==> src/rtl/socc_regs.vh <==
// What this block does
// - A driver of outputs 1 to 4 is enabled only while its feeding PLL is powered up.
// - Without PLL1 software enable, the low powerdown pin powers PLL1 down.
// - With PLL1 software enable set, the PLL1 bit alone sets its power.
// - PLL2 power follows its software bit only; host always sets its enable.
// - Without override, reading the enable register shows the filtered pin level.
// - Without override, the driver enable bit is read-only; writes are dropped.
// - With override set, the driver enable bit replaces the pin as the driver's enable.
// - Override bits load from programmed defaults at power-up.
// - Enabling holds steady dc about 2 us, then toggles without glitches.
// - Disabling stops toggling at dc first, then bias off and high impedance.
// - Two-bit format per output: LVCMOS, LVDS, LVPECL, HCSL; one write sets outputs 1 to 4.
// - Power-up format of every output is LVCMOS from programmed defaults.
// - LVCMOS drives the positive pin only; other formats drive both pins.
// - Programmed override with enable clear holds the output off from the second clock after reset release.
// - PLL1 uses reference 2 only when its select enable and select are both 1.
// - PLL2 uses reference 2 only when its select enable and select are both 1.
// - A crystal amplifier runs while any powered PLL or the enabled buffer output selects it.
// - Crystal force bits hold the matching amplifier on regardless of selection.
// - Either reference can feed the buffered output, with the four formats.
// - Buffered output enable bit overrides its pin when its override is set.
// - Soft reset acts only while its companion enable bit is 1.
// - After power-on reset release, all control registers load from programmed defaults.
`ifndef SOCC_REGS_VH
`define SOCC_REGS_VH
`define SOCC_ADDR_W 4
`define SOCC_REG_CTRL 4'h2
`define SOCC_REG_REFB 4'h3
`define SOCC_REG_FMT 4'h4
`define SOCC_B_PLL1_EN 0
`define SOCC_B_PLL1 1
`define SOCC_B_PLL2_EN 2
`define SOCC_B_PLL2 3
`define SOCC_B_RS1_EN 4
`define SOCC_B_RS1 5
`define SOCC_B_RS2_EN 6
`define SOCC_B_RS2 7
`define SOCC_B_OUT_BASE 8
`define SOCC_B_REFO_EN 16
`define SOCC_B_REFO 17
`define SOCC_B_SR_EN 18
`define SOCC_B_SR 19
`define SOCC_CTRL_W 24
`define SOCC_CTRL_RW_MASK 24'h0f55ff
`define SOCC_B_REFO_MUX 27
`define SOCC_B_XTAL1 26
`define SOCC_B_REFO_MODE 30
`define SOCC_B_XTAL2 15
`define SOCC_FMT_LVCMOS 2'h0
`define SOCC_SETTLE_NS 2000
`define SOCC_CLK_MHZ 250
`define SOCC_SETTLE_CYC ((`SOCC_SETTLE_NS * `SOCC_CLK_MHZ) / 1000)
`define SOCC_CNT_W 10
`define SOCC_ST_OFF 4'h1
`define SOCC_ST_SETTLE 4'h2
`define SOCC_ST_RUN 4'h4
`define SOCC_ST_STOP 4'h8
`endif

==> src/rtl/socc_seq.v <==
`timescale 1ns/1ps
`include "socc_regs.vh"
module socc_seq (
    input wire clk_i,
    input wire rst_n_i,
    input wire en_i,
    input wire [1:0] fmt_i,
    output reg bias_o,
    output reg toggle_o,
    output wire drive_p_o,
    output wire drive_n_o
);
    localparam [3:0] ST_OFF = `SOCC_ST_OFF;
    localparam [3:0] ST_SETTLE = `SOCC_ST_SETTLE;
    localparam [3:0] ST_RUN = `SOCC_ST_RUN;
    localparam [3:0] ST_STOP = `SOCC_ST_STOP;
    localparam integer SETTLE_FULL = `SOCC_SETTLE_CYC - 1;
    localparam [`SOCC_CNT_W-1:0] SETTLE_LAST = SETTLE_FULL[`SOCC_CNT_W-1:0];
    reg [3:0] st_r;
    reg [3:0] st_nxt;
    reg [`SOCC_CNT_W-1:0] cnt_r;
    always @*
    begin
        st_nxt = st_r;
        case (st_r)
            ST_OFF: if (en_i) st_nxt = ST_SETTLE;
            ST_SETTLE:
            begin
                if (!en_i)
                    st_nxt = ST_OFF;
                else if (cnt_r == SETTLE_LAST)
                    st_nxt = ST_RUN;
            end
            ST_RUN: if (!en_i) st_nxt = ST_STOP;
            ST_STOP: st_nxt = ST_OFF;
            default: st_nxt = ST_OFF;
        endcase
    end
    always @(posedge clk_i or negedge rst_n_i)
    begin
        if (!rst_n_i)
        begin
            st_r <= ST_OFF;
            cnt_r <= {`SOCC_CNT_W{1'b0}};
            bias_o <= 1'b0;
            toggle_o <= 1'b0;
        end
        else
        begin
            st_r <= st_nxt;
            cnt_r <= (st_r == ST_SETTLE) ? cnt_r + 1'b1 : {`SOCC_CNT_W{1'b0}};
            // Bias stays up through the stop state so the last half cycle ends at dc
            bias_o <= (st_nxt != ST_OFF);
            toggle_o <= (st_nxt == ST_RUN);
        end
    end
    assign drive_p_o = bias_o;
    assign drive_n_o = bias_o && (fmt_i != `SOCC_FMT_LVCMOS);
endmodule

==> src/rtl/socc_top.v <==
`timescale 1ns/1ps
`include "socc_regs.vh"
module socc_top (
    input wire clk_i,
    input wire rst_n_i,
    input wire [`SOCC_CTRL_W-1:0] otp_ctrl_i,
    input wire [31:0] otp_refb_i,
    input wire [15:0] otp_fmt_i,
    input wire wr_i,
    input wire rd_i,
    input wire [`SOCC_ADDR_W-1:0] addr_i,
    input wire [31:0] wdata_i,
    output reg [31:0] rdata_o,
    input wire [3:0] output_enable_pin_i,
    input wire pll1_powerdown_pin_i,
    input wire ref_out_enable_pin_i,
    output wire pll1_power_o,
    output wire pll2_power_o,
    output wire pll1_ref2_o,
    output wire pll2_ref2_o,
    output wire xtal_amp1_o,
    output wire xtal_amp2_o,
    output wire [4:0] bias_o,
    output wire [4:0] toggle_o,
    output wire [4:0] drive_p_o,
    output wire [4:0] drive_n_o,
    output wire [9:0] fmt_o,
    output wire buffered_reference_output_sel_o,
    output reg soft_reset_o
);
    reg [`SOCC_CTRL_W-1:0] ctrl_r;
    reg [31:0] refb_r;
    reg [15:0] fmt_r;
    reg loaded_r;
    reg [5:0] s1_r;
    reg [5:0] s2_r;
    reg [5:0] s3_r;
    reg [5:0] pin_r;
    wire [5:0] pin_raw;
    wire [4:0] eff_en;
    wire [3:0] ovr;
    wire [3:0] outbit;
    wire [`SOCC_CTRL_W-1:0] ctrl_rd;
    wire pll1_pw;
    wire pll2_pw;
    wire soft_go;

    function sel_ref2;
        input en;
        input sel;
        begin
            sel_ref2 = en & sel;
        end
    endfunction

    // Three-stage filter: level taken only once stages two and three agree
    assign pin_raw = {ref_out_enable_pin_i, pll1_powerdown_pin_i, output_enable_pin_i};
    always @(posedge clk_i or negedge rst_n_i)
    begin
        if (!rst_n_i)
        begin
            s1_r <= 6'h3f;
            s2_r <= 6'h3f;
            s3_r <= 6'h3f;
            pin_r <= 6'h3f;
        end
        else
        begin
            s1_r <= pin_raw;
            s2_r <= s1_r;
            s3_r <= s2_r;
            pin_r <= (s2_r & s3_r) | (pin_r & (s2_r | s3_r));
        end
    end

    assign soft_go = wr_i && (addr_i == `SOCC_REG_CTRL) && wdata_i[`SOCC_B_SR_EN] && wdata_i[`SOCC_B_SR];

    // Defaults come in after reset release, never under the asynchronous reset
    always @(posedge clk_i or negedge rst_n_i)
    begin
        if (!rst_n_i)
        begin
            loaded_r <= 1'b0;
            ctrl_r <= {`SOCC_CTRL_W{1'b0}};
            refb_r <= 32'h0;
            fmt_r <= 16'h0;
            soft_reset_o <= 1'b0;
        end
        else
        begin
            loaded_r <= 1'b1;
            soft_reset_o <= soft_go;
            if (!loaded_r || soft_go)
            begin
                ctrl_r <= otp_ctrl_i;
                refb_r <= otp_refb_i;
                fmt_r <= otp_fmt_i;
            end
            else if (wr_i)
            begin
                case (addr_i)
                    `SOCC_REG_CTRL: ctrl_r <= (ctrl_r & ~`SOCC_CTRL_RW_MASK) |
                                              (wdata_i[`SOCC_CTRL_W-1:0] & `SOCC_CTRL_RW_MASK);
                    `SOCC_REG_REFB: refb_r <= wdata_i;
                    `SOCC_REG_FMT: fmt_r <= wdata_i[15:0];
                    default: ;
                endcase
            end
        end
    end

    genvar g;
    generate
        for (g = 0; g < 4; g = g + 1)
        begin : g_out
            assign ovr[g] = ctrl_r[`SOCC_B_OUT_BASE + 2*g];
        end
    endgenerate

    // Driver enable bits: writable only when override set in the written value
    reg [3:0] outbit_r;
    always @(posedge clk_i or negedge rst_n_i)
    begin
        if (!rst_n_i)
            outbit_r <= 4'h0;
        else if (!loaded_r || soft_go)
            outbit_r <= {otp_ctrl_i[15], otp_ctrl_i[13], otp_ctrl_i[11], otp_ctrl_i[9]};
        else if (wr_i && addr_i == `SOCC_REG_CTRL)
            outbit_r <= ({wdata_i[15], wdata_i[13], wdata_i[11], wdata_i[9]} &
                         {wdata_i[14], wdata_i[12], wdata_i[10], wdata_i[8]}) |
                        (outbit_r & ~{wdata_i[14], wdata_i[12], wdata_i[10], wdata_i[8]});
    end
    assign outbit = outbit_r;

    assign pll1_pw = ctrl_r[`SOCC_B_PLL1_EN] ? ctrl_r[`SOCC_B_PLL1] : pin_r[4];
    assign pll2_pw = ctrl_r[`SOCC_B_PLL2];
    assign pll1_power_o = pll1_pw;
    assign pll2_power_o = pll2_pw;
    assign pll1_ref2_o = sel_ref2(ctrl_r[`SOCC_B_RS1_EN], ctrl_r[`SOCC_B_RS1]);
    assign pll2_ref2_o = sel_ref2(ctrl_r[`SOCC_B_RS2_EN], ctrl_r[`SOCC_B_RS2]);
    assign buffered_reference_output_sel_o = refb_r[`SOCC_B_REFO_MUX];
    // A powered-down PLL does not hold its amplifier on
    assign xtal_amp1_o = refb_r[`SOCC_B_XTAL1] | (pll1_pw & ~pll1_ref2_o) |
                         (pll2_pw & ~pll2_ref2_o) | (eff_en[4] & ~refb_r[`SOCC_B_REFO_MUX]);
    assign xtal_amp2_o = fmt_r[`SOCC_B_XTAL2] | (pll1_pw & pll1_ref2_o) |
                         (pll2_pw & pll2_ref2_o) | (eff_en[4] & refb_r[`SOCC_B_REFO_MUX]);

    generate
        for (g = 0; g < 4; g = g + 1)
        begin : g_en
            // Outputs 1,2 sit on PLL1 and outputs 3,4 on PLL2
            assign eff_en[g] = (ovr[g] ? outbit[g] : pin_r[g]) & ((g < 2) ? pll1_pw : pll2_pw);
        end
    endgenerate
    assign eff_en[4] = ctrl_r[`SOCC_B_REFO_EN] ? ctrl_r[`SOCC_B_REFO] : pin_r[5];

    assign fmt_o = {refb_r[`SOCC_B_REFO_MODE+1:`SOCC_B_REFO_MODE], fmt_r[7:0]};

    generate
        for (g = 0; g < 5; g = g + 1)
        begin : g_seq
            socc_seq u_seq (
                .clk_i(clk_i),
                .rst_n_i(rst_n_i),
                .en_i(eff_en[g]),
                .fmt_i(fmt_o[2*g+1:2*g]),
                .bias_o(bias_o[g]),
                .toggle_o(toggle_o[g]),
                .drive_p_o(drive_p_o[g]),
                .drive_n_o(drive_n_o[g])
            );
        end
    endgenerate

    assign ctrl_rd = {ctrl_r[23:16],
                      ovr[3] ? outbit[3] : pin_r[3], ctrl_r[14],
                      ovr[2] ? outbit[2] : pin_r[2], ctrl_r[12],
                      ovr[1] ? outbit[1] : pin_r[1], ctrl_r[10],
                      ovr[0] ? outbit[0] : pin_r[0], ctrl_r[8],
                      ctrl_r[7:0]};

    always @(posedge clk_i or negedge rst_n_i)
    begin
        if (!rst_n_i)
            rdata_o <= 32'h0;
        else if (rd_i)
        begin
            case (addr_i)
                `SOCC_REG_CTRL: rdata_o <= {8'h0, ctrl_rd};
                `SOCC_REG_REFB: rdata_o <= refb_r;
                `SOCC_REG_FMT: rdata_o <= {16'h0, fmt_r};
                default: rdata_o <= 32'h0;
            endcase
        end
    end
endmodule

==> config.mk <==
export PLATFORM = sky130hd
export DESIGN_NAME = socc_top
export DESIGN_NICKNAME = d
export VERILOG_FILES = /design/src/rtl/socc_seq.v /design/src/rtl/socc_top.v
export VERILOG_INCLUDE_DIRS = /design/src /design/src/rtl
export SDC_FILE = /design/constraint.sdc
export NUM_CORES = 1
export LEC_CHECK = 0
export ABC_AREA = 1
export BUFFER_PORTS_ARGS = -buffer_cell sky130_fd_sc_hd__buf_2
export CAP_MARGIN = 10
export CORE_ASPECT_RATIO = 1.25
export CORE_MARGIN = 5
export CORE_UTILIZATION = 50
export CTS_CLUSTER_DIAMETER = 150
export DETAILED_ROUTE_END_ITERATION = 8
export GPL_ROUTABILITY_DRIVEN = 0
export PLACE_DENSITY_LB_ADDON = 0.25
export SLEW_MARGIN = 15
export SYNTH_ARGS = -nofsm -noshare
export SYNTH_HDL_FRONTEND = slang
export SYNTH_SLANG_ARGS = --single-unit
==> constraint.sdc <==
create_clock -name clk_i -period 1.5 [get_ports clk_i]
set_clock_uncertainty 0.15 [all_clocks]
set_input_delay 0.075 -clock clk_i [delete_from_list [all_inputs] [get_ports clk_i]]
set_output_delay 0.075 -clock clk_i [all_outputs]
set_load 0.005 [all_outputs]
# Word level (Yosys, flattened, before mapping)
# Cells that the tools add are included.
# Widths: inputs -> output; s select.
[word_totals] out_inout_bits=70 input_bits=118 elab_cells=170 register_bits=214
[op_classes] bitwise=30 reduce_logical=23 eq_ne=33 n_mux=48 add_sub_neg=5
[op_table] cell="$mux 32" count=3
[op_table] cell="$pmux 32 s3" count=1
[op_table] cell="$mux 4" count=22
[op_table] cell="$mux 24" count=3
[op_table] cell="$pmux 4 s3" count=5
[op_table] cell="$add 10x1->10 const B" count=5
[op_table] cell="$eq 10x9->1 const B" count=5
[op_table] cell="$mux 10" count=5
[op_table] cell="$mux 16" count=3
[op_table] cell="$eq 4x3->1 const B" count=11
[op_table] cell="$eq 4x2->1 const B" count=7
[op_table] cell="$or 24x20->24" count=1
[op_table] cell="$eq 4x1->1 const B" count=5
[op_table] cell="$ne 4x1->1 const B" count=5
[op_table] cell="$reduce_bool 2->1" count=10
[op_table] cell="$and 1x1->1" count=12
[op_table] cell="$and 6x6->6" count=2
[op_table] cell="$or 6x6->6" count=2
[op_table] cell="$and 4x4->4" count=2
[op_table] cell="$logic_and 1x1->1" count=8
[op_table] cell="$mux 1" count=6
[op_table] cell="$or 1x1->1" count=6
[op_table] cell="$reduce_and 2->1" count=3
[op_table] cell="$not 4->4" count=1
[op_table] cell="other kinds (4)" count=6

# Depth between registers and ports, before layout
# Gate-level depths: netlist of the first run.
[depth] ltp_word=7 mapped_depth=9 mapped_depth_nobuf=8

# Hierarchy
# Synthesis of the first run repeated with hierarchy kept, for this count alone.
[hier_totals] hier_cells=1255 area_unflattened_um2=10226.1
[by_module_without_submodules] mod="socc_top" cells_each=815 instances=1 seq_area_each_um2=3283.1 area_per_inst_um2=6297.3
[by_module_without_submodules] mod="socc_seq" cells_each=88 instances=5 seq_area_each_um2=401.6 area_per_inst_um2=785.8

# Worst setup path before layout of the first run
# OpenSTA, ideal clock, no wires.
[synth_timing] kind="register -> register" start="register pin_r[4]" end="register g_seq[1].u_seq.st_r[2]" setup_slack_ps=56 required_time_ps=1272 path_stages_with_launch=6 period_less_slack_ps=1444 setup_ps=78 n_path_buf=0 t_arrival_ps=1216 cell_sequence="dfstp_2 -> nor2_1 -> a21oi_1 -> and2_1 -> o21ai_0 -> a21oi_1"
[synth_between] elab_chain_cells=4 word_cells_on_any_way=6 classes_between="mux: 5; bitwise: 1"
[synth_lines] item="start: declaration" line_no="socc_top.v:38" text="reg [5:0] pin_r;"
[synth_lines] item="start signal: assignment" line_no="socc_top.v:72" text="pin_r <= (s2_r & s3_r) | (pin_r & (s2_r | s3_r));"
[synth_lines] item="$mux 1 *" line_no="socc_top.v:135" text="assign pll1_pw = ctrl_r[`SOCC_B_PLL1_EN] ? ctrl_r[`SOCC_B_PLL1] : pin_r[4];"
[synth_lines] item="via pll1_power_o" line_no="socc_top.v:17" text="output wire pll1_power_o,"
[synth_lines] item="$and 1x1->1 *" line_no="socc_top.v:152" text="assign eff_en[g] = (ovr[g] ? outbit[g] : pin_r[g]) & ((g < 2) ? pll1_pw : pll2_pw);"
[synth_lines] item="$mux 4 (on tied branches)" line_no="socc_seq.v:34, socc_seq.v:26, socc_seq.v:29"
[synth_lines] item="$pmux 4 s3 *" line_no="socc_seq.v:25" text="case (st_r)"
[synth_lines] item="via g_seq[1].u_seq.st_nxt[2]" line_no="socc_seq.v:20" text="reg [3:0] st_nxt;"
[synth_lines] item="end signal: assignment" line_no="socc_seq.v:50" text="st_r <= st_nxt;"
[synth_lines] item="end: declaration" line_no="socc_seq.v:19" text="reg [3:0] st_r;"
# The timed path passes the listed nets; every way through them passes the cells marked *.
# A chain may end at the register's enable or synchronous reset.

# Final worst setup path of the first run
[layout_timing] start="register pin_r[4]" end="output port xtal_amp2_o"
[layout_between] elab_chain_cells=5
[layout_lines] item="$mux 1" line_no="socc_top.v:135"
[layout_lines] item="$and 1x1->1" line_no="socc_top.v:145" text="assign xtal_amp2_o = fmt_r[`SOCC_B_XTAL2] | (pll1_pw & pll1_ref2_o) |"
[layout_lines] item="$or 1x1->1 (3 in a row)" line_no="socc_top.v:145"
[layout_lines] item="end: declaration" line_no="socc_top.v:22" text="output wire xtal_amp2_o,"
# No other way between the ends.

==> results.toml, run 1 <==
[outcome]
status = "finished, violations left"
violations = "setup timing"

[worst_setup_path]
crit_slowest_cell = "dfstp_2"
endpoint_kind = "output port"
criticalPathCategory = "flop to output port"
critPathBufInv = 2
critPathLaunchType = "flop"
critPathMaxStageDelay_ps = 540
critPathArrivalTime_ps = 1620
path_cells = "nor2_1, a21oi_1, buf_4, nand2_1, nand3_1, buf_2"
critPathRequiredTime_ps = 1270
cp_max_fo = 4
cp_top_family = "flip-flops"

[synth]
avgSynthCellArea_sq_um = 8.102
synth.yosys.seq_area_share_pct = 53.44
synth_seq_cells = 210
synthSimpleGateAreaFrac_pct = 31.38
synth_mux_area_share_pct = 0
synth_edf_count = 0
synthCells = 1222
synth-adder-area-share_pct = 1.238
ys_types = 37
synth_nets = 1345
synthFlopType = "dfrtp_1"
synth_compound_area_share_pct = 4.600
syn_area_sq_mm = 0.009901
yosys_warnings = 0
synth_top_family_by_area = "simple AND/OR/NAND/NOR gates"
synth_xor_xnor_area_share_pct = 0.5308
synth-async-reset-ratio_pct = 100.0

[placed_design]
hpwlAfterDp_um = 20410
post-place-ws_ps = -250.2
placed_area_sq_mm = 0.01136
io_buffers = 187
dpl.cell_count = 1668

[timing]
setup-violations-final = 11
worst_slew_pin_slew_ps = 808.9
finalWorstSetupSlack_ps = -345.5
finalHoldViolCount = 0
grt_setup_unrepaired = "true"
fmax_mhz = 541.9
slew_violations = 0
period_minus_slack_ps = 1846
whs_ps = 26.64
slew_headroom_pct = 46.08
finalCritPeriodShare_pct = 123.0

[power]
power.leakage_nw = 7.100
p_int_mw = 10.42
pwr-share-seq_pct = 45.4
peakVddDrop_uv = 910.5
total_power_mw = 14.07
clock_power_share_pct = 39.5
power_density_mw_per_mm2 = 1026
switching_power_mw = 3.647
p_sw_share_pct = 25.93
p_comb_share_pct = 15.1

[grt]
grt-ovfl-total = 0
grt_pass1_vias = 9731
grt_max_degree = 59
grt_pass1_wl_um = 49350
grt_usage_pct = 26.98
grt_antenna_before_repair = 1

[clock_network]
numCtsBuffers = 22
clock_sinks = 210
clock_latency_ps = 500
clkSlewWorstSetupHoldPaths_ps = 60
clk_path_buf_depth = 3
tritoncts = "done"
htreeDepth = 1
clock-root-buffer = "clkbuf_16"

[layout]
area_delta_synth_final_pct = 38.54
drive_gt1_share_pct = 25.77
nets = 1690
fin_area_sq_mm = 0.01372
fill_cells = 1474
fin_cells = 1850

[floorplan]
rows = 57
initial_core_util_pct = 50.85
die_h_um = 167.3
core_sq_mm = 0.01947
dieArea_sq_mm = 0.02273
dieWidth_um = 135.9
io_pins = 188

[worst_hold_path]
hp-class = "primary input to asynchronous set/reset pin"

[drt]
ant_nets = 0
drc_errors = 0
drt_wl_total_um = 31480
drt_first_pass_iters = 5
num_vias = 9751
drtIter0Drc = 581
viasPerCell = 5.271
wl_per_cell_um = 17.02

[flow_run]
maxCapViolCount = 0
## worst register-to-register path: stages (launching register included)
cell	delay (ps)
dfstp_2	540
nor2_1	50
a21oi_1	110
buf_4	170
buf_4	130
and2_4	180
nand2_2	70
a31oi_1	140
## cell usage after synthesis, types with 2 or more instances
| master | number | area share, % |
|---|---|---|
| clkbuf_1 | 11 | 0.42 |
| a31oi_1 | 2 | 0.13 |
| xor2_1 | 6 | 0.53 |
| nand2_1 | 450 | 17 |
| nor3b_1 | 3 | 0.23 |
| o21a_1 | 10 | 0.76 |
| and3_1 | 2 | 0.13 |
| nor2_2 | 3 | 0.19 |
| inv_2 | 4 | 0.15 |
| dfrtp_1 | 181 | 46 |
| nand4_1 | 30 | 1.9 |
| buf_6 | 2 | 0.23 |
| o21ai_0 | 34 | 1.7 |
| buf_2 | 13 | 0.66 |
| nand3b_1 | 2 | 0.15 |
| ha_1 | 5 | 0.63 |
| maj3_1 | 6 | 0.61 |
| nor2_4 | 5 | 0.57 |
| dfstp_2 | 29 | 7.7 |
| nor2_1 | 76 | 2.9 |
| nand3_1 | 125 | 6.3 |
| buf_4 | 37 | 2.8 |
| inv_1 | 114 | 4.3 |
| a21oi_1 | 35 | 1.8 |
| nor3_1 | 19 | 0.96 |
| buf_1 | 5 | 0.19 |
| nand3_2 | 3 | 0.30 |
## power groups by stage
stage | Clock [mW] | Combinational (mW) | Sequential [mW]
after floorplan | 0 | 0.975 | 6.38
after global routing | 5.88 | 2.34 | 6.43
after detailed placement | 0 | 1.69 | 6.47
after global placement | 0 | 1.66 | 6.45
final | 5.56 | 2.12 | 6.39
after CTS | 5.64 | 2.02 | 6.37
## sequential cells by signal, summed over array words and instances (netlist names), 16 cells and up, named ones only
| name | flops |
|---|---|
| ctrl_r | 20 |
| fmt_r | 16 |
| g_seq.u_seq.cnt_r | 50 |
| g_seq.u_seq.st_r | 20 |
| rdata_o | 32 |
| refb_r | 32 |
## cell usage in the layout (no fill, tap or decap), types with 3 or more instances in the layout
| cell type | synthesis | routed |
|---|---|---|
| a21oi_1 | 35 | 28 |
| a21oi_2 | 0 | 7 |
| buf_12 | 0 | 12 |
| buf_2 | 13 | 184 |
| buf_4 | 37 | 69 |
| buf_6 | 2 | 3 |
| bufinv_16 | 0 | 3 |
| clkbuf_1 | 11 | 9 |
| clkbuf_16 | 0 | 24 |
| clkinv_2 | 0 | 3 |
| dfrtp_1 | 181 | 170 |
| dfrtp_2 | 0 | 11 |
| dfstp_2 | 29 | 29 |
| dlygate4sd3_1 | 0 | 115 |
| ha_4 | 0 | 3 |
| inv_1 | 114 | 111 |
| inv_2 | 4 | 5 |
| maj3_1 | 6 | 6 |
| nand2_1 | 450 | 441 |
| nand2_2 | 1 | 8 |
| nand2_4 | 1 | 3 |
| nand3_1 | 125 | 122 |
| nand3_2 | 3 | 5 |
| nand4_1 | 30 | 30 |
| nor2_1 | 76 | 64 |
| nor2_2 | 3 | 10 |
| nor2_4 | 5 | 11 |
| nor3_1 | 19 | 17 |
| nor3b_1 | 3 | 3 |
| o21a_1 | 10 | 10 |
| o21ai_0 | 34 | 27 |
| o21ai_1 | 0 | 4 |
| xor2_1 | 6 | 6 |
## metal layers
| layer | GRT usage [%] | part of all wire [%] | vias up |
|---|---|---|---|
| met5 | 0 | 0 | - |
| met4 | 11.31 | 4.2 | 0 |
| met3 | 3.902 | 6.9 | 94 |
| met2 | 46.43 | 50 | 457 |
| met1 | 33.91 | 38 | 4639 |
| li1 | - | - | 4561 |
## worst paths after layout
kind,from,to,slack (ps),cells after the start
worst min register to register,s1_r[3]$_DFF_PN1_,s2_r[3]$_DFF_PN1_,210,0
worst max-delay path,pin_r[4]$_DFF_PN1_,xtal_amp2_o,-350,6
worst max register to register,pin_r[4]$_DFF_PN1_,g_seq[1].u_seq.st_r[1]$_DFF_PN0_,-110,7
worst min-delay path,rst_n_i,g_seq[1].u_seq.st_r[0]$_DFF_PN1_,30,2
max in group asynchronous,rst_n_i,g_seq[2].u_seq.cnt_r[9]$_DFF_PN0_,310,3
min in group clk_i,addr_i[1],rdata_o[27]$_DFFE_PN0P_,40,5
## area by class of cell
class | count | area (sq um) | share of cell area [%]
antenna | 2 | 5.005 | 0.03649
clock buffer | 32 | 609.3 | 4.442
clock inverter | 8 | 117.6 | 0.8574
inverter | 118 | 451.7 | 3.293
multi-input combinational | 827 | 3965 | 28.91
sequential | 210 | 5305 | 38.68
tap | 265 | 331.6 | 2.417
timing repair buffer | 388 | 2932 | 21.37
## metrics by stage
step                setup TNS, ps  utilization (%)
floorplan                       0                -
global placement            -4191            58.33
detailed placement          -5526            58.33
CTS                         -3102            68.74
global route                -2742            70.44
finish                      -1444            70.45
## cell families after synthesis
logic type      Yosys count
compound gates           84
xor+xnor                  6
fa+ha+maj                11
buf+inv                 186
flops                   210
other cells               1
simple gates            724
## timing repair
item / CTS / global route
cloned: 2 / 1
setup endpoints to repair: 48 / 76
buffers inserted: 5 / 18
gates resized for setup: 29 / 57
hold buffers: 116 / 0
hold endpoints to repair: 318 / 0
pin swaps: 4 / 15
Note: power is estimated with default switching activity, not from simulation.
==> run 2: changes to the inputs <==
--- a/config.mk
+++ b/config.mk
@@ -6,12 +6,12 @@
 export SDC_FILE = /design/constraint.sdc
 export NUM_CORES = 1
 export LEC_CHECK = 0
-export ABC_AREA = 1
 export BUFFER_PORTS_ARGS = -buffer_cell sky130_fd_sc_hd__buf_2
 export CAP_MARGIN = 10
 export CORE_ASPECT_RATIO = 1.25
 export CORE_MARGIN = 5
-export CORE_UTILIZATION = 50
+export CORE_UTILIZATION = 52
+export CTS_BUF_LIST = sky130_fd_sc_hd__clkbuf_2
 export CTS_CLUSTER_DIAMETER = 150
 export DETAILED_ROUTE_END_ITERATION = 8
 export GPL_ROUTABILITY_DRIVEN = 0
==> results.toml, run 2 <==
[clock_network]
clk_path_buf_depth = 3
tritoncts = "done"
htreeDepth = 2
clock_sinks = 210
clkSlewWorstSetupHoldPaths_ps = 140
numCtsBuffers = 52
clock-root-buffer = "clkbuf_2"
clock_latency_ps = 820

[grt]
grt_max_degree = 64
grt-ovfl-total = 0
grt_pass1_wl_um = 57880
grt_usage_pct = 34.24
grt_pass1_vias = 10992
grt_antenna_before_repair = 8

[floorplan]
die_h_um = 161.4
dieWidth_um = 131.1
io_pins = 188
rows = 55
dieArea_sq_mm = 0.02116
core_sq_mm = 0.01810
initial_core_util_pct = 52.67

[synth]
synthTopCellsByCount = "181 x dfrtp_1, 112 x nand2_1, 71 x nor2_1"
avgSynthCellArea_sq_um = 10.36
synth_mux_area_share_pct = 5.775
ys_types = 58
synth_seq_cells = 210
synthSimpleGateAreaFrac_pct = 16.26
synthCells = 920
synth_top_area_cell = "dfrtp_1"
synth_top_cell_area_share_pct = 47.51
synth-async-reset-ratio_pct = 100.0
synth_most_common_cell = "dfrtp_1"
synth_xor_xnor_area_share_pct = 3.308
synthFlopType = "dfrtp_1"
synth_top_family_by_area = "simple AND/OR/NAND/NOR gates"
synth_edf_count = 0
synthTopCellsByArea = "dfrtp_1 48%, dfstp_2 8.0%, mux2i_1 5.8%"
synth-adder-area-share_pct = 1.286
synth_compound_area_share_pct = 12.01
yosys_warnings = 0
synth.yosys.seq_area_share_pct = 55.51
synth_nets = 1043
syn_area_sq_mm = 0.009533

[power]
pwr-share-seq_pct = 46.6
peakVddDrop_uv = 662.1
power.leakage_nw = 7.557
clock_power_share_pct = 29.6
p_int_mw = 9.485
p_comb_share_pct = 23.8
switching_power_mw = 4.679
p_sw_share_pct = 33.04
power_density_mw_per_mm2 = 896.6

[drt]
drc_errors = 0
drtIter0Drc = 1380
num_vias = 11053
viasPerCell = 6.154
drt_first_pass_iters = 6
drt_wl_total_um = 44830
ant_nets = 0
wl_per_cell_um = 24.96

[layout]
final_core_util_pct = 87.29
drive_gt1_share_pct = 40.59
largestRegisters = "g_seq.u_seq.cnt_r: 50 flops, rdata_o: 32 flops, refb_r: 32 flops"
final_common_cell = "dlygate4sd3_1"
largest_reg_flops = 50
fin_area_sq_mm = 0.01580
fill_cells = 725
area_delta_synth_final_pct = 65.72
nets = 1644
largest_register = "g_seq.u_seq.cnt_r"
mostFrequentLayoutCells = "227 x dlygate4sd3_1, 172 x dfrtp_1, 168 x buf_2"

[worst_setup_path]
criticalPathCategory = "flop to output port"
endpoint_kind = "output port"
critPathArrivalTime_ps = 2320
critPathLaunchType = "flop"
cp_max_fo = 2
critPathRequiredTime_ps = 1270

[timing]
slew_violations = 0
finalCritPeriodShare_pct = 169.5
grt_setup_unrepaired = "true"
fmax_mhz = 393.3
worst_slew_pin_slew_ps = 754.3
period_minus_slack_ps = 2542
finalHoldViolCount = 0
slew_headroom_pct = 48.27
finalWorstSetupSlack_ps = -1042
setup-violations-final = 194

[placed_design]
placed_area_sq_mm = 0.01154
hpwlAfterDp_um = 18680
io_buffers = 187

[outcome]
violations = "setup timing"
status = "finished, violations left"

[flow_run]
maxCapViolCount = 0

[worst_hold_path]
hp-class = "primary input to flop"
==> run 2: cell types whose count changed after synthesis, moves of 23 or more <==
cell	before	now
o22ai_1	0	25
nand3_1	125	29
inv_1	114	43
nand2_1	450	112
o21ai_0	34	57
mux2i_1	0	55
==> run 2: metrics by stage <==
step	hold WS, ps	setup WS, ps	TNS, ps	power, mW	std cells
2_1_floorplan	-370.6	-798.2	-3266	7.560	920
3_3_place_gp	-159.8	-781.9	-16850	8.319	1379
4_1_cts	-312.2	-830.8	-14700	13.02	1741
6_report	90.68	-1042	-47340	14.16	1796
3_5_place_dp	-160.4	-845.8	-19070	8.377	1379
5_1_grt	55.16	-1071	-53520	14.65	1796
==> run 2: worst max-delay path, stage by stage, from the launching register on <==
cell	delay, ps
dfrtp_1	440
nand2_2	120
a21oi_1	450
o221ai_4	270
buf_2	210
==> run 2: final cells by class <==
cell class                 instances  area, sq um  share of cell area, %
multi-input combinational        596         4337                  27.45
tap                              228        285.3                  1.806
clock inverter                     1        3.754                0.02376
inverter                          43        163.9                  1.038
timing repair buffer             618         5220                  33.04
sequential                       210         5303                  33.57
clock buffer                      94        470.5                  2.978
antenna                            6        15.01                0.09504
==> run 2: final timing paths <==
path	from	end	slack, ps	cells past startpoint
max	ctrl_r[7]$_DFFE_PN0P_	xtal_amp1_o	-1040	4
max reg2reg	g_seq[2].u_seq.cnt_r[1]$_DFF_PN0_	g_seq[2].u_seq.st_r[2]$_DFF_PN0_	-960	5
min reg2reg	s2_r[1]$_DFF_PN1_	s3_r[1]$_DFF_PN1_	200	0
min	wdata_i[8]	refb_r[8]$_DFFE_PN0P_	90	4
min in group asynchronous	rst_n_i	g_seq[2].u_seq.st_r[2]$_DFF_PN0_	220	4
max in group asynchronous	rst_n_i	s2_r[1]$_DFF_PN1_	360	5
==> run 2: power by group through the flow <==
| stage | clock, mW | combinational (mW) | sequential, mW |
|---|---|---|---|
| 2_1_floorplan | 0 | 1.12 | 6.44 |
| 3_3_place_gp | 0 | 1.78 | 6.54 |
| 3_5_place_dp | 0 | 1.82 | 6.56 |
| 4_1_cts | 3.95 | 2.61 | 6.47 |
| 5_1_grt | 4.48 | 3.54 | 6.63 |
| 6_report | 4.19 | 3.38 | 6.60 |
==> run 2: kinds of logic (layout without fill, tap and decap cells) <==
group / count (synthesis) / after routing
other cells: 1 / 7
buf+inv: 115 / 756
simple gates: 317 / 318
xor+xnor: 36 / 36
compound gates: 175 / 175
fa+ha+maj: 11 / 11
flops: 210 / 210
mux: 55 / 55
==> run 2: repair_timing <==
| item | 4_1_cts | 5_1_grt |
|---|---|---|
| endpoints found under the hold margin | 321 | 47 |
| endpoints found under the setup margin | 97 | 203 |
| pin swaps | 19 | 33 |
| setup buffers | 38 | 49 |
| hold buffers | 229 | 4 |
| gates resized for setup | 75 | 80 |
| gates cloned | 0 | 7 |
==> run 2: layer usage <==
layer / vias to the layer above / wire (um) / global-route usage [%]
met1: 5231 / 14060 / 37.56
met5: - / 13 / 0.2315
met4: 2 / 4185 / 19.80
li1: 4452 / - / -
met3: 395 / 4564 / 6.916
met2: 973 / 22000 / 61.25
==> run 3: changes to the inputs <==
--- a/config.mk
+++ b/config.mk
@@ -19,4 +19,5 @@
 export SLEW_MARGIN = 15
 export SYNTH_ARGS = -nofsm -noshare
 export SYNTH_HDL_FRONTEND = slang
+export SYNTH_HIERARCHICAL = 1
 export SYNTH_SLANG_ARGS = --single-unit
==> results.toml, run 3 <==
[synth]
synth_most_common_cell = "dfrtp_1"
synth_top_cell_area_share_pct = 48.08
synth_nets = 1003
synthCells = 880
synth_top_area_cell = "dfrtp_1"
synthTopCellsByCount = "181 x dfrtp_1, 99 x nor2_1, 95 x nand2_1"
avgSynthCellArea_sq_um = 10.70
syn_area_sq_mm = 0.009420
yosys_warnings = 6
synth_edf_count = 0
synthFlopType = "dfrtp_1"
ys_types = 49
synthTopCellsByArea = "dfrtp_1 48%, dfstp_2 8.1%, mux2i_1 6.3%"
synth.yosys.seq_area_share_pct = 56.17
synth_seq_cells = 210
synth-async-reset-ratio_pct = 100.0

[worst_setup_path]
r2r-start = "g_seq[2].u_seq/cnt_r[0]$_DFF_PN0_"
cp_max_fo = 3
path_cells = "mux2i_1, buf_4, inv_4, a221oi_4, o21ai_1, buf_2"
critPathArrivalTime_ps = 2350
r2r_cells = 5
r2r-end = "g_seq[2].u_seq/toggle_o$_DFF_PN0_"
critPathRequiredTime_ps = 1270
crit_start = "ctrl_r[0]$_DFFE_PN0P_"
crit_slowest_cell = "dfrtp_1"
criticalPathCategory = "flop to output port"
endpoint_kind = "output port"
critPathLaunchType = "flop"
critPathMaxStageDelay_ps = 400
rrSetupSlack_ps = -580

[timing]
whs_ps = 94.49
setup-violations-final = 137
grt_setup_unrepaired = "true"
period_minus_slack_ps = 2571
finalCritPeriodShare_pct = 171.4
finalWorstSetupSlack_ps = -1071
finalHoldViolCount = 0
fmax_mhz = 389.0
slew_violations = 0

[flow_run]
maxCapViolCount = 0

[clock_network]
clock_sinks = 210
htreeDepth = 2
clk_path_buf_depth = 3
numCtsBuffers = 55
clkSlewWorstSetupHoldPaths_ps = 110
clock_latency_ps = 870
clock-root-buffer = "clkbuf_2"
tritoncts = "done"

[worst_hold_path]
holdCritStartpoint = "otp_ctrl_i[13]"
hp-class = "primary input to flop"
hold_depth = 5

[outcome]
status = "finished, violations left"
violations = "setup timing"

[grt]
grtUsageMet1_pct = 38.76
grt_use_met3_pct = 9.348
grt_max_degree = 47
grt_antenna_before_repair = 2
grt_pass1_wl_um = 59380
grt_busiest_layer = "met2"
grt_pass1_vias = 11398
use_met2_pct = 63.12
grt_usage_pct = 36.46
grt-ovfl-total = 0

[placed_design]
io_buffers = 187
post-place-ws_ps = -314.2
hpwlAfterDp_um = 18700

[floorplan]
rows = 55
core_sq_mm = 0.01796
dieWidth_um = 130.4
initial_core_util_pct = 52.45
dieArea_sq_mm = 0.02092
die_h_um = 160.5
io_pins = 188

[drt]
drt_first_pass_iters = 6
drt_wl_total_um = 46290
ant_nets = 0
wl_per_cell_um = 25.56
drc_errors = 0
drtIter0Drc = 1147
num_vias = 11211
viasPerCell = 6.191

[layout]
nets = 1655
drive_gt1_share_pct = 40.94
largestRegisters = "g_seq.u_seq/cnt_r: 50 flops, rdata_o: 32 flops, refb_r: 32 flops"
final_common_cell = "dlygate4sd3_1"
area_delta_synth_final_pct = 70.90
fill_cells = 703
final_core_util_pct = 89.63
largest_reg_flops = 50
largest_register = "g_seq.u_seq/cnt_r"
mostFrequentLayoutCells = "228 x dlygate4sd3_1, 179 x buf_4, 176 x dfrtp_1"

[power]
power.leakage_nw = 7.757
peakVddDrop_uv = 610.8
total_power_mw = 14.51
power_density_mw_per_mm2 = 901.3
==> run 3: worst max-delay path, delay by kind of cell (launching register included) <==
family | cells | cell delay (ps)
buf+inv | 3 | 410
compound gates | 2 | 450
mux | 1 | 220
flops | 1 | 400
==> run 3: worst max path at each step <==
| stage | to | depth (start not counted) |
|---|---|---|
| floorplan | g_seq[0].u_seq/st_r[2]$_DFF_PN0_ | 4 |
| global placement | g_seq[3].u_seq/st_r[2]$_DFF_PN0_ | 3 |
| detailed placement | g_seq[1].u_seq/st_r[2]$_DFF_PN0_ | 3 |
| CTS | xtal_amp1_o | 6 |
| global route | xtal_amp1_o | 6 |
| finish | xtal_amp1_o | 6 |
==> run 3: layout make-up <==
| type | instances | area, sq um | area share, % |
|---|---|---|---|
| diodes | 5 | 12.51 | 0.07772 |
| inverters | 20 | 77.57 | 0.4819 |
| flip-flops and latches | 210 | 5298 | 32.91 |
| repair buffers | 650 | 5564 | 34.56 |
| clock inverters | 29 | 167.7 | 1.041 |
| clock buffers | 74 | 370.4 | 2.300 |
| well taps | 228 | 285.3 | 1.772 |
| multi-input cells | 595 | 4324 | 26.86 |
==> run 3: power breakdown <==
part	total [mW]	internal (mW)	switching, mW
registers	6.47	6.11	0.362
logic	3.48	1.85	1.64
clock network	4.56	1.72	2.84
total	14.5	9.67	4.84
==> run 3: per-layer routing <==
layer	vias to the layer above	routed length, um
met1	5361	14730
met4	0	4312
met2	976	22520
met3	401	4723
met5	-	0
li1	4473	-
==> run 3: metrics by stage <==
step | TNS [ps] | cells | cell area, sq um
global placement | -13390 | 1384 | 11690
floorplan | -4240 | 880 | 9478
finish | -23990 | 1811 | 16100
detailed placement | -14980 | 1384 | 11690
global route | -29820 | 1808 | 16090
CTS | -25860 | 1772 | 15230
==> run 3: logic make-up after synthesis <==
group	after synthesis	synth area share [%]
other cells	1	0.03981
mux	60	6.389
compound gates	205	14.13
buf+inv	75	4.210
simple gates	303	16.36
fa+ha+maj	11	1.302
xor+xnor	15	1.395
flops	210	56.17
==> run 3: repair_timing <==
action,in CTS,in global routing
resized for setup,65,122
endpoints found under the hold margin,321,0
buffers inserted,54,42
gates cloned,0,5
pin swaps,18,42
endpoints found under the setup margin,101,185
hold buffers,232,0
